[config.mk]
export PLATFORM = sky130hd
export DESIGN_NAME = gpic_capture
export DESIGN_NICKNAME = d
export VERILOG_FILES = /design/src/gpic_pkg.sv /design/src/gpic_trig_if.sv /design/src/gpic_filter.sv /design/src/gpic_capture.sv
export VERILOG_INCLUDE_DIRS = /design/src /design/src/src
export SDC_FILE = /design/constraint.sdc
export NUM_CORES = 1
export LEC_CHECK = 0
export BUFFER_PORTS_ARGS = -buffer_cell sky130_fd_sc_hd__buf_4
export CAP_MARGIN = 15
export CORE_MARGIN = 2
export CORE_UTILIZATION = 33
export DETAILED_ROUTE_END_ITERATION = 8
export PLACE_DENSITY_LB_ADDON = 0.05
export SYNTH_ARGS = -nofsm -noshare
export SYNTH_HDL_FRONTEND = slang
export SYNTH_SLANG_ARGS = --single-unit
[constraint.sdc]
create_clock -name clk_in -period 2 [get_ports clk_in]
set_input_delay 0.3 -clock clk_in [delete_from_list [all_inputs] [get_ports clk_in]]
set_output_delay 0.3 -clock clk_in [all_outputs]
set_load 0.005 [all_outputs]
[src/gpic_map.svh]
// register-free constants for the gated prescaled input capture block
`ifndef GPIC_MAP_SVH
`define GPIC_MAP_SVH
`define GPIC_NUM_CH 8
`define GPIC_TW 16
`define GPIC_OVF_BIT14 14
`define GPIC_OVF_BIT15 15
`define GPIC_FILT_TAPS 3
`define GPIC_FDIV_W 3
`define GPIC_PSC_W 8
`define GPIC_NPIN 2
`define GPIC_GATE_CH_A 6
`define GPIC_GATE_CH_B 7
`define GPIC_REL_IDX_A 4
`define GPIC_REL_IDX_B 5
`endif

[src/gpic_pkg.sv]
// types for the gated prescaled input capture block
package gpic_pkg;
  typedef enum logic [1:0] {
    GPIC_EDGE_RISE,
    GPIC_EDGE_FALL,
    GPIC_EDGE_BOTH
  } gpic_edge_e;
  typedef enum logic {
    GPIC_GATE_OPEN,
    GPIC_GATE_SHUT
  } gpic_gate_e;
endpackage : gpic_pkg

[src/gpic_trig_if.sv]
// trigger path from one channel filter to the capture logic
`timescale 1ns/100ps
interface gpic_trig_if;
  logic level;
  modport filt (output level);
  modport cap (input level);
endinterface : gpic_trig_if

[src/gpic_filter.sv]
// digital noise filter for one capture input
`timescale 1ns/100ps
`include "gpic_map.svh"
module gpic_filter (
  input wire logic clk_in,
  input wire logic reset_in,
  input wire logic raw_in,
  input wire logic enable_in,
  input wire logic [`GPIC_FDIV_W-1:0] div_in,
  gpic_trig_if.filt trig
);
  logic [`GPIC_FDIV_W-1:0] div_cnt;
  logic tick;
  logic [`GPIC_FILT_TAPS-1:0] taps;
  logic stable;

  assign tick = (div_cnt == div_in);

  // filter clock is a divided strobe, chosen per channel
  always_ff @(posedge clk_in) begin
    if (reset_in || tick) begin
      div_cnt <= '0;
    end else begin
      div_cnt <= div_cnt + 1'b1;
    end
  end

  always_ff @(posedge clk_in) begin
    if (reset_in) begin
      taps <= '0;
    end else if (tick) begin
      taps <= {taps[`GPIC_FILT_TAPS-2:0], raw_in};
    end
  end

  // level changes only after all taps agree
  always_ff @(posedge clk_in) begin
    if (reset_in) begin
      stable <= 1'b0;
    end else if (&taps) begin
      stable <= 1'b1;
    end else if (~|taps) begin
      stable <= 1'b0;
    end
  end

  assign trig.level = enable_in ? raw_in : stable;
endmodule : gpic_filter

[src/gpic_capture.sv]
// eight-channel input capture with gate and prescaler on channels 6 and 7
//
// How it works
// - the overflow pulse comes from bit 14 or bit 15 of the base timer.
// - an enabled filter cleans each input on its own divided clock.
// - each capture raises an event pulse when that channel is enabled.
// - with the gate on, the first measurement shuts further triggers.
// - gate, release and prescaler exist on channels 6 and 7 only.
// - release reopens the gate when compare 4 or 5 equals the timer.
// - without the prescaler every accepted trigger is measured.
// - with the prescaler one trigger in value plus one is measured.
// - triggers come from rising, falling or both edges as selected.
// - each channel picks its trigger from one of two pins.
`timescale 1ns/100ps
`include "gpic_map.svh"
module gpic_capture (
  input wire logic clk_in,
  input wire logic reset_in,
  input wire logic run_in,
  input wire logic ovf_sel15_in,
  input wire logic [`GPIC_NPIN*`GPIC_NUM_CH-1:0] pins_in,
  input wire logic [`GPIC_NUM_CH-1:0] pin_sel_in,
  input wire logic [`GPIC_NUM_CH-1:0] filt_en_in,
  input wire logic [`GPIC_FDIV_W*`GPIC_NUM_CH-1:0] filt_div_in,
  input wire logic [2*`GPIC_NUM_CH-1:0] edge_sel_in,
  input wire logic [`GPIC_NUM_CH-1:0] irq_en_in,
  input wire logic [`GPIC_NUM_CH-1:0] flag_clr_in,
  input wire logic [1:0] gate_en_in,
  input wire logic [1:0] gate_rel_en_in,
  input wire logic [1:0] psc_en_in,
  input wire logic [2*`GPIC_PSC_W-1:0] psc_val_in,
  input wire logic [`GPIC_TW-1:0] rel_cmp4_in,
  input wire logic [`GPIC_TW-1:0] rel_cmp5_in,
  output logic [`GPIC_TW-1:0] base_out,
  output logic ovf_out,
  output logic [`GPIC_TW*`GPIC_NUM_CH-1:0] cap_out,
  output logic [`GPIC_NUM_CH-1:0] flag_out,
  output logic [`GPIC_NUM_CH-1:0] irq_out,
  output logic [1:0] gate_shut_out
);
  logic [`GPIC_TW-1:0] base;
  logic [`GPIC_NUM_CH-1:0] meas;

  // ------------------------------------------------------------
  // base timer
  // ------------------------------------------------------------
  always_ff @(posedge clk_in) begin
    if (reset_in) begin
      base <= '0;
    end else if (run_in) begin
      base <= base + 1'b1;
    end
  end
  assign base_out = base;

  always_ff @(posedge clk_in) begin
    if (reset_in) begin
      ovf_out <= 1'b0;
    end else if (ovf_sel15_in) begin
      ovf_out <= run_in && (&base[`GPIC_OVF_BIT15:0]);
    end else begin
      ovf_out <= run_in && (&base[`GPIC_OVF_BIT14:0]);
    end
  end

  // ------------------------------------------------------------
  // per-channel trigger path
  // ------------------------------------------------------------
  genvar i;
  generate
    for (i = 0; i < `GPIC_NUM_CH; i++) begin : g_ch
      gpic_trig_if tif ();
      logic [1:0] sync;
      logic prev;
      logic trig;
      logic accept;
      logic [1:0] esel;
      assign esel = edge_sel_in[2*i +: 2];

      always_ff @(posedge clk_in) begin
        if (reset_in) begin
          sync <= '0;
        end else begin
          sync <= {sync[0], pins_in[`GPIC_NPIN*i + 32'(pin_sel_in[i])]};
        end
      end

      // filter on sync output; filt_en high selects the filtered path
      gpic_filter u_filt (
        .clk_in(clk_in),
        .reset_in(reset_in),
        .raw_in(sync[1]),
        .enable_in(~filt_en_in[i]),
        .div_in(filt_div_in[`GPIC_FDIV_W*i +: `GPIC_FDIV_W]),
        .trig(tif.filt)
      );

      always_ff @(posedge clk_in) begin
        if (reset_in) begin
          prev <= 1'b0;
        end else begin
          prev <= tif.level;
        end
      end

      always_comb begin
        case (esel)
          2'h0: trig = tif.level & ~prev;
          2'h1: trig = ~tif.level & prev;
          default: trig = tif.level ^ prev;
        endcase
      end

      // gate and prescaler only on the upper two channels
      if (i == `GPIC_GATE_CH_A || i == `GPIC_GATE_CH_B) begin : g_gate
        localparam int K = i - `GPIC_GATE_CH_A;
        gpic_pkg::gpic_gate_e gate;
        logic [`GPIC_PSC_W-1:0] pcnt;
        logic rel_hit;
        assign rel_hit = (K == 0) ? (rel_cmp4_in == base)
                                  : (rel_cmp5_in == base);
        assign accept = trig && run_in &&
                        !(gate_en_in[K] && gate == gpic_pkg::GPIC_GATE_SHUT);

        // measure every accepted trigger or every n+1
        always_ff @(posedge clk_in) begin
          if (reset_in || !psc_en_in[K]) begin
            pcnt <= '0;
          end else if (accept) begin
            if (pcnt == psc_val_in[`GPIC_PSC_W*K +: `GPIC_PSC_W]) begin
              pcnt <= '0;
            end else begin
              pcnt <= pcnt + 1'b1;
            end
          end
        end
        assign meas[i] = accept && (!psc_en_in[K] ||
          pcnt == psc_val_in[`GPIC_PSC_W*K +: `GPIC_PSC_W]);

        // shut after measurement, reopen on compare match
        always_ff @(posedge clk_in) begin
          if (reset_in || !gate_en_in[K]) begin
            gate <= gpic_pkg::GPIC_GATE_OPEN;
          end else if (meas[i]) begin
            gate <= gpic_pkg::GPIC_GATE_SHUT;
          end else if (gate_rel_en_in[K] && rel_hit) begin
            gate <= gpic_pkg::GPIC_GATE_OPEN;
          end
        end
        always_ff @(posedge clk_in) begin
          if (reset_in) begin
            gate_shut_out[K] <= 1'b0;
          end else begin
            // mirrors the next gate state so the port never lags a release
            gate_shut_out[K] <= gate_en_in[K] && (meas[i] ||
              (gate == gpic_pkg::GPIC_GATE_SHUT &&
               !(gate_rel_en_in[K] && rel_hit)));
          end
        end
      end else begin : g_plain
        assign accept = trig && run_in;
        assign meas[i] = accept;
      end

      // capture timer value, flag set wins over clear
      always_ff @(posedge clk_in) begin
        if (reset_in) begin
          cap_out[`GPIC_TW*i +: `GPIC_TW] <= '0;
        end else if (meas[i]) begin
          cap_out[`GPIC_TW*i +: `GPIC_TW] <= base;
        end
      end
      always_ff @(posedge clk_in) begin
        if (reset_in) begin
          flag_out[i] <= 1'b0;
        end else if (meas[i]) begin
          flag_out[i] <= 1'b1;
        end else if (flag_clr_in[i]) begin
          flag_out[i] <= 1'b0;
        end
      end

      always_ff @(posedge clk_in) begin
        if (reset_in) begin
          irq_out[i] <= 1'b0;
        end else begin
          irq_out[i] <= meas[i] && irq_en_in[i];
        end
      end
    end
  endgenerate
endmodule : gpic_capture

==> impl_metrics.csv, run 1 <==
group,metric,value,unit
placed_design,place_hpwl,22390,µm
power_and_ir_drop,p_int,9.399,mW
placed_design,numPortBuffers,308,
placed_design,place_inst,1775,
routing,drt-total-wl,33460,µm
routing,initialDrtViolationCount,322,
clock_network,clockBufferDepth,3,
sta,min_period,2100,ps
layout,nNetsFinal,1623,
synth,synth_area_leaders,"dfxtp_1 (49%), mux2i_1 (16%), nor2_1 (8.0%), xor2_1 (5.3%), xnor2_1 (3.6%)",
layout,drive_gt1_frac,0.3496,
synth,synth_top_area_share,0.4901,
critical_path,cp_max_fo,8,
critical_path,crit_slowest_cell,"dfxtp_2",
sta,timing.final.ws_setup,-100.5,ps
global_route,grt_start_max_net_pins,75,
power_and_ir_drop,pwr-share-seq,0.443,
status,violations,"negative setup slack",
synth,yosysUniqueCellTypes,43,
critical_path,critical_path_depth,9,
synth,synth_warnings,0,
power_and_ir_drop,ir_worst_vdd,0.6067,mV
global_route,overflow,0,
placed_design,dpl_cell_area,13760,µm²
sta,clock_skew,26.39,ps
die,die_w,183.7,µm
synth,async_reset_ff_frac,0,
layout,num_antenna_cells,0,
placed_design,gp_congestion,0.7455,
global_route,antenna_found_initial,0,
critical_path,worst_setup_path_start_kind,"flip-flop",
die,placementRows,65,
global_route,grt_pass1_vias,8270,
sta,maxSlewViolCount,0,
routing,drt.antenna.violating_nets,0,
power_and_ir_drop,power.static_leakage,7.377,nW
power_and_ir_drop,p_per_area,790.3,nW/µm²
synth,synth_cells,1063,
global_route,grt.total_usage,0.1849,
critical_path,cp_num_buf_inv,2,
critical_path,crit_type,"reg -> reg",
critical_path,path_cells,"mux2i_4 > inv_1 > ha_2 > mux2_4 > o2111a_1 > a31o_4 > clkbuf_16 > mux2i_1 > nor2_1",
clock_network,cts_sinks,261,
sta,setup_viol,29,
synth,syn_area,10660,µm²
routing,vias,8629,
synth,ys_seq_elements,261,
critical_path,reg2reg_setup_slack,-100,ps
critical_path,end_kind,"flip-flop",
critical_path,rr_startpoint,"g_ch[7].sync[1]$_SDFF_PP0_",
critical_path,startpoint,"g_ch[7].sync[1]$_SDFF_PP0_",
hold_path,min_path_type,"in -> reg",
synth,yosysTopAreaCell,"dfxtp_1",
die,chipHeight,183.7,µm
critical_path,critPathCapture,"cap_out[113]$_SDFFE_PP0P_",
sta,rsz0062_at_grt,"yes",
clock_network,clkSlewWorstSetupHoldPaths,60,ps
routing,drc,0,
clock_network,clk_latency,560,ps
flow_run,maxCapViolCount,0,
synth,synth_nets,1236,
routing,avgViaCountPerCell,4.602,
power_and_ir_drop,clockPowerShare,0.460,
die,start_util,0.3361,
clock_network,cts_buffers,31,
sta,max-slew-margin-rel,0.5693,
layout,instances_no_fill,1875,
status,status,"finished with violations",
clock_network,cts_tree,"built",
critical_path,worstPathRequired,2410,ps
routing,wl_per_cell,17.85,µm
critical_path,cp.arrival,2510,ps
power_and_ir_drop,switchingPower,2.803,mW
routing,drt_first_pass_iters,6,
synth,synth_flop_cell,"dfxtp_1",
die,dieArea,33760,µm²
synth,ys_seq_area_frac,0.4901,
power_and_ir_drop,combPwrFrac,0.097,
clock_network,cts.htree.levels,1,
sta,finalHoldViolCount,0,
die,ioPinCount,309,
global_route,grt_pass1_wl,48130,µm
critical_path,r2r_end,"cap_out[113]$_SDFFE_PP0P_",
power_and_ir_drop,swShare,0.2297,
synth,yosysMostFrequentCell,"dfxtp_1",
synth,synth_common_cells,"dfxtp_1 (261), nor2_1 (228), mux2i_1 (171)",
sta,maxClockFrequency,476.1,MHz
sta,period_share,1.050,
critical_path,crit_family,"multiplexers",
die,core_area,31720,µm²
layout,areaGrowthSynthToFinish,44.82,%
synth,synth_edf_count,0,
layout,fillCellCount,3053,
sta,worst_pin_slew,641.1,ps
layout,design_area,15440,µm²
synth,synth.avg_cell_area,10.03,µm²
critical_path,r2r_cells,9,
critical_path,slowest_delay,340,ps
clock_network,root_buffer,"clkbuf_16",
cells by family (layout without fill, tap and decap cells):
family          after synthesis  in the layout  synth area share
compound gates               60             60           0.03732
xor+xnor                    108            108           0.08872
buf+inv                      92            502           0.04248
mux                         179            179            0.1697
fa+ha+maj                    27             27           0.03169
simple gates                336            336            0.1400
flops                       261            261            0.4901
state kept, by name (all words and copies together) (netlist names):
| register | cells |
|---|---|
| g_ch.u_filt.stable | 8 |
| g_ch.sync | 16 |
| ovf_out | 1 |
| g_ch.g_gate.pcnt | 16 |
| gate_shut_out | 2 |
| flag_out | 8 |
| g_ch.u_filt.taps | 24 |
| g_ch.g_gate.gate | 2 |
| base_out | 16 |
| irq_out | 8 |
| g_ch.u_filt.div_cnt | 24 |
| cap_out | 128 |
| g_ch.prev | 8 |
how the worst min path moves through the flow:
stage	start	endpoint	slack, ps	depth (start not counted)
after floorplan	g_ch[0].sync[0]$_SDFF_PP0_	g_ch[0].sync[1]$_SDFF_PP0_	410	1
after global placement	g_ch[1].sync[0]$_SDFF_PP0_	g_ch[1].sync[1]$_SDFF_PP0_	420	1
after detailed placement	g_ch[1].sync[0]$_SDFF_PP0_	g_ch[1].sync[1]$_SDFF_PP0_	430	1
after CTS	pins_in[0]	g_ch[0].sync[0]$_SDFF_PP0_	0.2	3
after global routing	flag_clr_in[6]	flag_out[6]$_SDFFE_PP0P_	6	3
final	pins_in[0]	g_ch[0].sync[0]$_SDFF_PP0_	30	3
area by class of cell:
cell class	count	area, µm²	area share
timing repair buffer	418	3458	0.2240
clock inverter	7	88.84	0.005754
tap	402	503.0	0.03258
clock buffer	49	933.4	0.06045
inverter	28	105.1	0.006807
multi-input combinational	710	5106	0.3307
sequential	261	5245	0.3397
worst register-to-register path: stages, from the launching register on:
cell and delay [ps]:
dfxtp_2 340, mux2i_4 210, inv_1 70, ha_2 160
mux2_4 280, o2111a_1 260, a31o_4 250, clkbuf_16 190
mux2i_1 160, nor2_1 60
power by group through the flow:
stage / clock network (mW) / registers, mW / logic (mW)
6_report: 5.61 / 5.41 / 1.19
5_1_grt: 6.00 / 5.42 / 1.30
4_1_cts: 5.79 / 5.40 / 1.13
3_5_place_dp: 0 / 5.52 / 1.06
3_3_place_gp: 0 / 5.52 / 1.05
2_1_floorplan: 0 / 5.50 / 0.575
stage by stage:
step,TNS (ps),utilization,hold WS [ps],setup slack [ps],power (mW)
5_1_grt,-6235,0.4868,5.700,-159.4,12.71
3_5_place_dp,-16310,0.4338,428.3,-215.7,6.579
2_1_floorplan,-1916,-,413.8,-95.83,6.074
3_3_place_gp,-14680,0.4338,419.4,-182.5,6.571
6_report,-1026,0.4868,27.15,-100.5,12.20
4_1_cts,-1123,0.4762,0.2075,-68.69,12.32
layer usage:
metal | up-vias | routed length, µm | share of wire | GRT usage
li1 | 4298 | - | - | -
met1 | 4046 | 14750 | 0.44 | 0.2361
met2 | 247 | 15700 | 0.47 | 0.3106
met3 | 38 | 2413 | 0.072 | 0.05269
met4 | 0 | 598 | 0.018 | 0.03872
met5 | - | 0 | 0 | 0
cells in the final DEF (no fill, tap or decap), types with 3 or more instances in the layout:
cell type and count:
o211ai_1 6, xnor2_1 44, mux2i_2 4, nor3_1 10, nor4_2 4, nand2_1 23
xor2_1 64, nor2b_1 8, and3_1 4, nor2_1 225, o21ai_0 9, dfxtp_2 16
nand3_1 10, mux2i_1 163, clkinv_2 4, nand4_1 13, inv_1 26, a21oi_1 21
nor3b_1 8, nand2b_1 11, buf_4 377, clkbuf_1 9, ha_2 10, mux2i_4 4
mux2_2 5, or2_2 8, nor2_2 3, dfxtp_1 245, clkbuf_16 37, mux2_4 3
buf_12 10, buf_6 8, clkbuf_8 9, ha_1 17, a21o_1 8, dlygate4sd3_1 14
repair_timing:
item                                    4_1_cts  5_1_grt
hold endpoints to repair                     14        0
gates resized for setup                      18       57
buffers inserted                              8       14
cloned                                        4        7
hold buffers                                 14        0
pin swaps                                    14       23
endpoints found under the setup margin       59      155
(Power assumes the default switching activity.)
==> inputs of run 2 (changes only) <==
Settings changed: ABC_AREA from default to 1, HOLD_SLACK_MARGIN from default to 0.15.
==> impl_metrics.csv, run 2 <==
group,metric,value,unit
die,chipHeight,185.2,µm
critical_path,critPathCapture,"g_ch[5].sync[0]$_SDFF_PP0_",
layout,final_cell_mix,"buf_4 (341), dfxtp_1 (259), nor2_1 (190)",
synth,synth_area_leaders,"dfxtp_1 (48%), o21ai_0 (7.2%), a21oi_1 (7.0%), nor2_1 (6.6%), nand2_1 (6.3%)",
critical_path,cp_max_fo,26,
synth,synth_compound_area_frac,0.1570,
power_and_ir_drop,ir_worst_vdd,0.7916,mV
routing,drt-total-wl,34560,µm
sta,whs,159.1,ps
routing,drt.antenna.violating_nets,0,
synth,synth_cells,1395,
synth,synthXorXnorAreaFrac,0.05090,
placed_design,gp_congestion,0.7716,
synth,synth_nets,1568,
die,dieArea,34320,µm²
synth,synth_edf_count,0,
synth,async_reset_ff_frac,0,
placed_design,place_hpwl,24530,µm
critical_path,end_kind,"flip-flop",
sta,setup_viol,0,
synth,yosysTopAreaCell,"dfxtp_1",
layout,multi_input_area,4690,µm²
layout,reg_top3,"cap_out (128), g_ch.u_filt.div_cnt (24), g_ch.u_filt.taps (24)",
layout,design_area,15490,µm²
sta,worst_pin_slew,432.3,ps
critical_path,r2r_end,"cap_out[110]$_SDFFE_PP0P_",
placed_design,post-place-ws,-38.48,ps
layout,drive_gt1_frac,0.2520,
critical_path,worst_setup_path_start_kind,"input pin",
layout,regMostFlops,"cap_out",
routing,avgViaCountPerCell,4.445,
clock_network,clockBufferDepth,3,
sta,clock_skew,20.08,ps
synth,synth_top_area_share,0.4820,
clock_network,root_buffer,"clkbuf_16",
sta,timing.final.ws_setup,148.2,ps
layout,nNetsFinal,1944,
power_and_ir_drop,power.static_leakage,7.181,nW
synth,yosysMostFrequentCell,"dfxtp_1",
synth,yosysUniqueCellTypes,34,
synth,synth_warnings,0,
routing,drt_first_pass_iters,5,
critical_path,rr_startpoint,"g_ch[6].u_filt.stable$_SDFFE_PP0P_",
critical_path,worstPathRequired,2480,ps
die,die_w,185.2,µm
sta,finalHoldViolCount,0,
global_route,grt_pass1_wl,53680,µm
layout,largest_register_ff_count,128,
die,core_area,32450,µm²
placed_design,numPortBuffers,308,
synth,ys_seq_elements,261,
die,start_util,0.3340,
critical_path,startpoint,"reset_in",
synth,synth_top_family_by_area,"simple AND/OR/NAND/NOR gates",
global_route,antenna_found_initial,1,
sta,min_period,1852,ps
critical_path,r2r_cells,16,
synth,synth_adder_area_share,0.03116,
critical_path,reg2reg_setup_slack,160,ps
sta,maxSlewViolCount,0,
power_and_ir_drop,power,13.16,mW
layout,seq_area,5228,µm²
clock_network,cts_sinks,261,
sta,maxClockFrequency,540.0,MHz
global_route,grt_pass1_vias,9803,
sta,rsz0062_at_grt,"no",
synth,ys_seq_area_frac,0.4820,
critical_path,crit_type,"in -> reg",
hold_path,min_path_type,"in -> reg",
routing,vias,9943,
synth,synth_flop_cell,"dfxtp_1",
die,ioPinCount,309,
critical_path,cp.arrival,2330,ps
die,placementRows,66,
global_route,grt.total_usage,0.1980,
synth,syn_area,10840,µm²
routing,drc,0,
synth,synth_common_cells,"dfxtp_1 (261), nor2_1 (192), nand2_1 (182)",
clock_network,clkSlewWorstSetupHoldPaths,60,ps
sta,max-slew-margin-rel,0.7115,
clock_network,clk_latency,550,ps
routing,initialDrtViolationCount,421,
layout,fillCellCount,3316,
sta,period_share,0.9259,
synth,muxShareOfSynthArea,0,
clock_network,cts_tree,"built",
global_route,grt_start_max_net_pins,93,
layout,layout_commonest_cell,"buf_4",
status,status,"complete, no violations",
placed_design,dpl_cell_area,13890,µm²
flow_run,maxCapViolCount,0,
power_and_ir_drop,p_per_area,849.1,nW/µm²
layout,areaGrowthSynthToFinish,42.94,%
clock_network,cts_buffers,30,
routing,wl_per_cell,15.45,µm
clock_network,cts.htree.levels,1,
synth,synth-simple-area-share,0.1904,
synth,synth.avg_cell_area,7.771,µm²
global_route,overflow,0,
[run 2: metal layers]
metal / track usage / share of wire / vias to the layer above
met5: 0 / 0 / -
met4: 0.03873 / 0.017 / 0
met3: 0.05387 / 0.064 / 39
met2: 0.3428 / 0.47 / 210
met1: 0.2464 / 0.45 / 4475
li1: - / - / 5219
[run 2: report_power, final]
part	switching [mW]	internal (mW)	leakage, nW
registers	0.234	5.58	2.14
clock network	2.18	3.28	0.490
logic	0.901	0.984	4.55
total	3.31	9.84	7.18
[run 2: area by class of cell]
class	instances	share of cell area
flip-flops and latches	261	0.3374
clock buffers	48	0.06000
diodes	1	0.0001615
multi-input cells	900	0.3026
repair buffers	406	0.2183
inverters	172	0.04183
well taps	442	0.03569
clock inverters	7	0.004037
[run 2: worst max-delay path, cell delays in order]
cell and delay [ps]:
dlygate4sd3_1 540, buf_4 200, inv_4 100, buf_4 280, o21ai_0 140, a21oi_1 160
dlygate4sd3_1 590
[run 2: how the worst min path moves through the flow]
stage                                     startpoint                    endpoint  cells after the start  slack [ps]
after floorplan           g_ch[0].sync[0]$_SDFF_PP0_  g_ch[0].sync[1]$_SDFF_PP0_                      2         390
after global placement    g_ch[1].sync[0]$_SDFF_PP0_  g_ch[1].sync[1]$_SDFF_PP0_                      2         400
after detailed placement  g_ch[3].sync[0]$_SDFF_PP0_  g_ch[3].sync[1]$_SDFF_PP0_                      2         390
after CTS                             edge_sel_in[9]    flag_out[4]$_SDFFE_PP0P_                      4         160
after global routing                   filt_en_in[6]     g_ch[6].prev$_SDFF_PP0_                      5         150
final                                  filt_en_in[6]     g_ch[6].prev$_SDFF_PP0_                      5         160
[run 2: kinds of logic after synthesis]
group	count (synthesis)
flip-flops	261
AND/OR/NAND/NOR	480
adder cells (fa/ha/maj)	27
XOR/XNOR	63
AO/OA/AOI/OAI	330
buffers and inverters	234
[run 2: per-stage QoR]
stage,setup TNS (ps),std cells,utilization
final,0,2237,0.4774
after CTS,0,2230,0.4733
after global placement,0,2127,0.4279
after global routing,0,2236,0.4774
after detailed placement,-244.2,2127,0.4279
after floorplan,0,1395,-
[run 2: timing repair]
| action | 4_1_cts | 5_1_grt |
|---|---|---|
| buffers inserted | 0 | 4 |
| resized for setup | 0 | 23 |
| hold endpoints to repair | 40 | 0 |
| hold buffers | 48 | 0 |
| endpoints found under the setup margin | 0 | 116 |
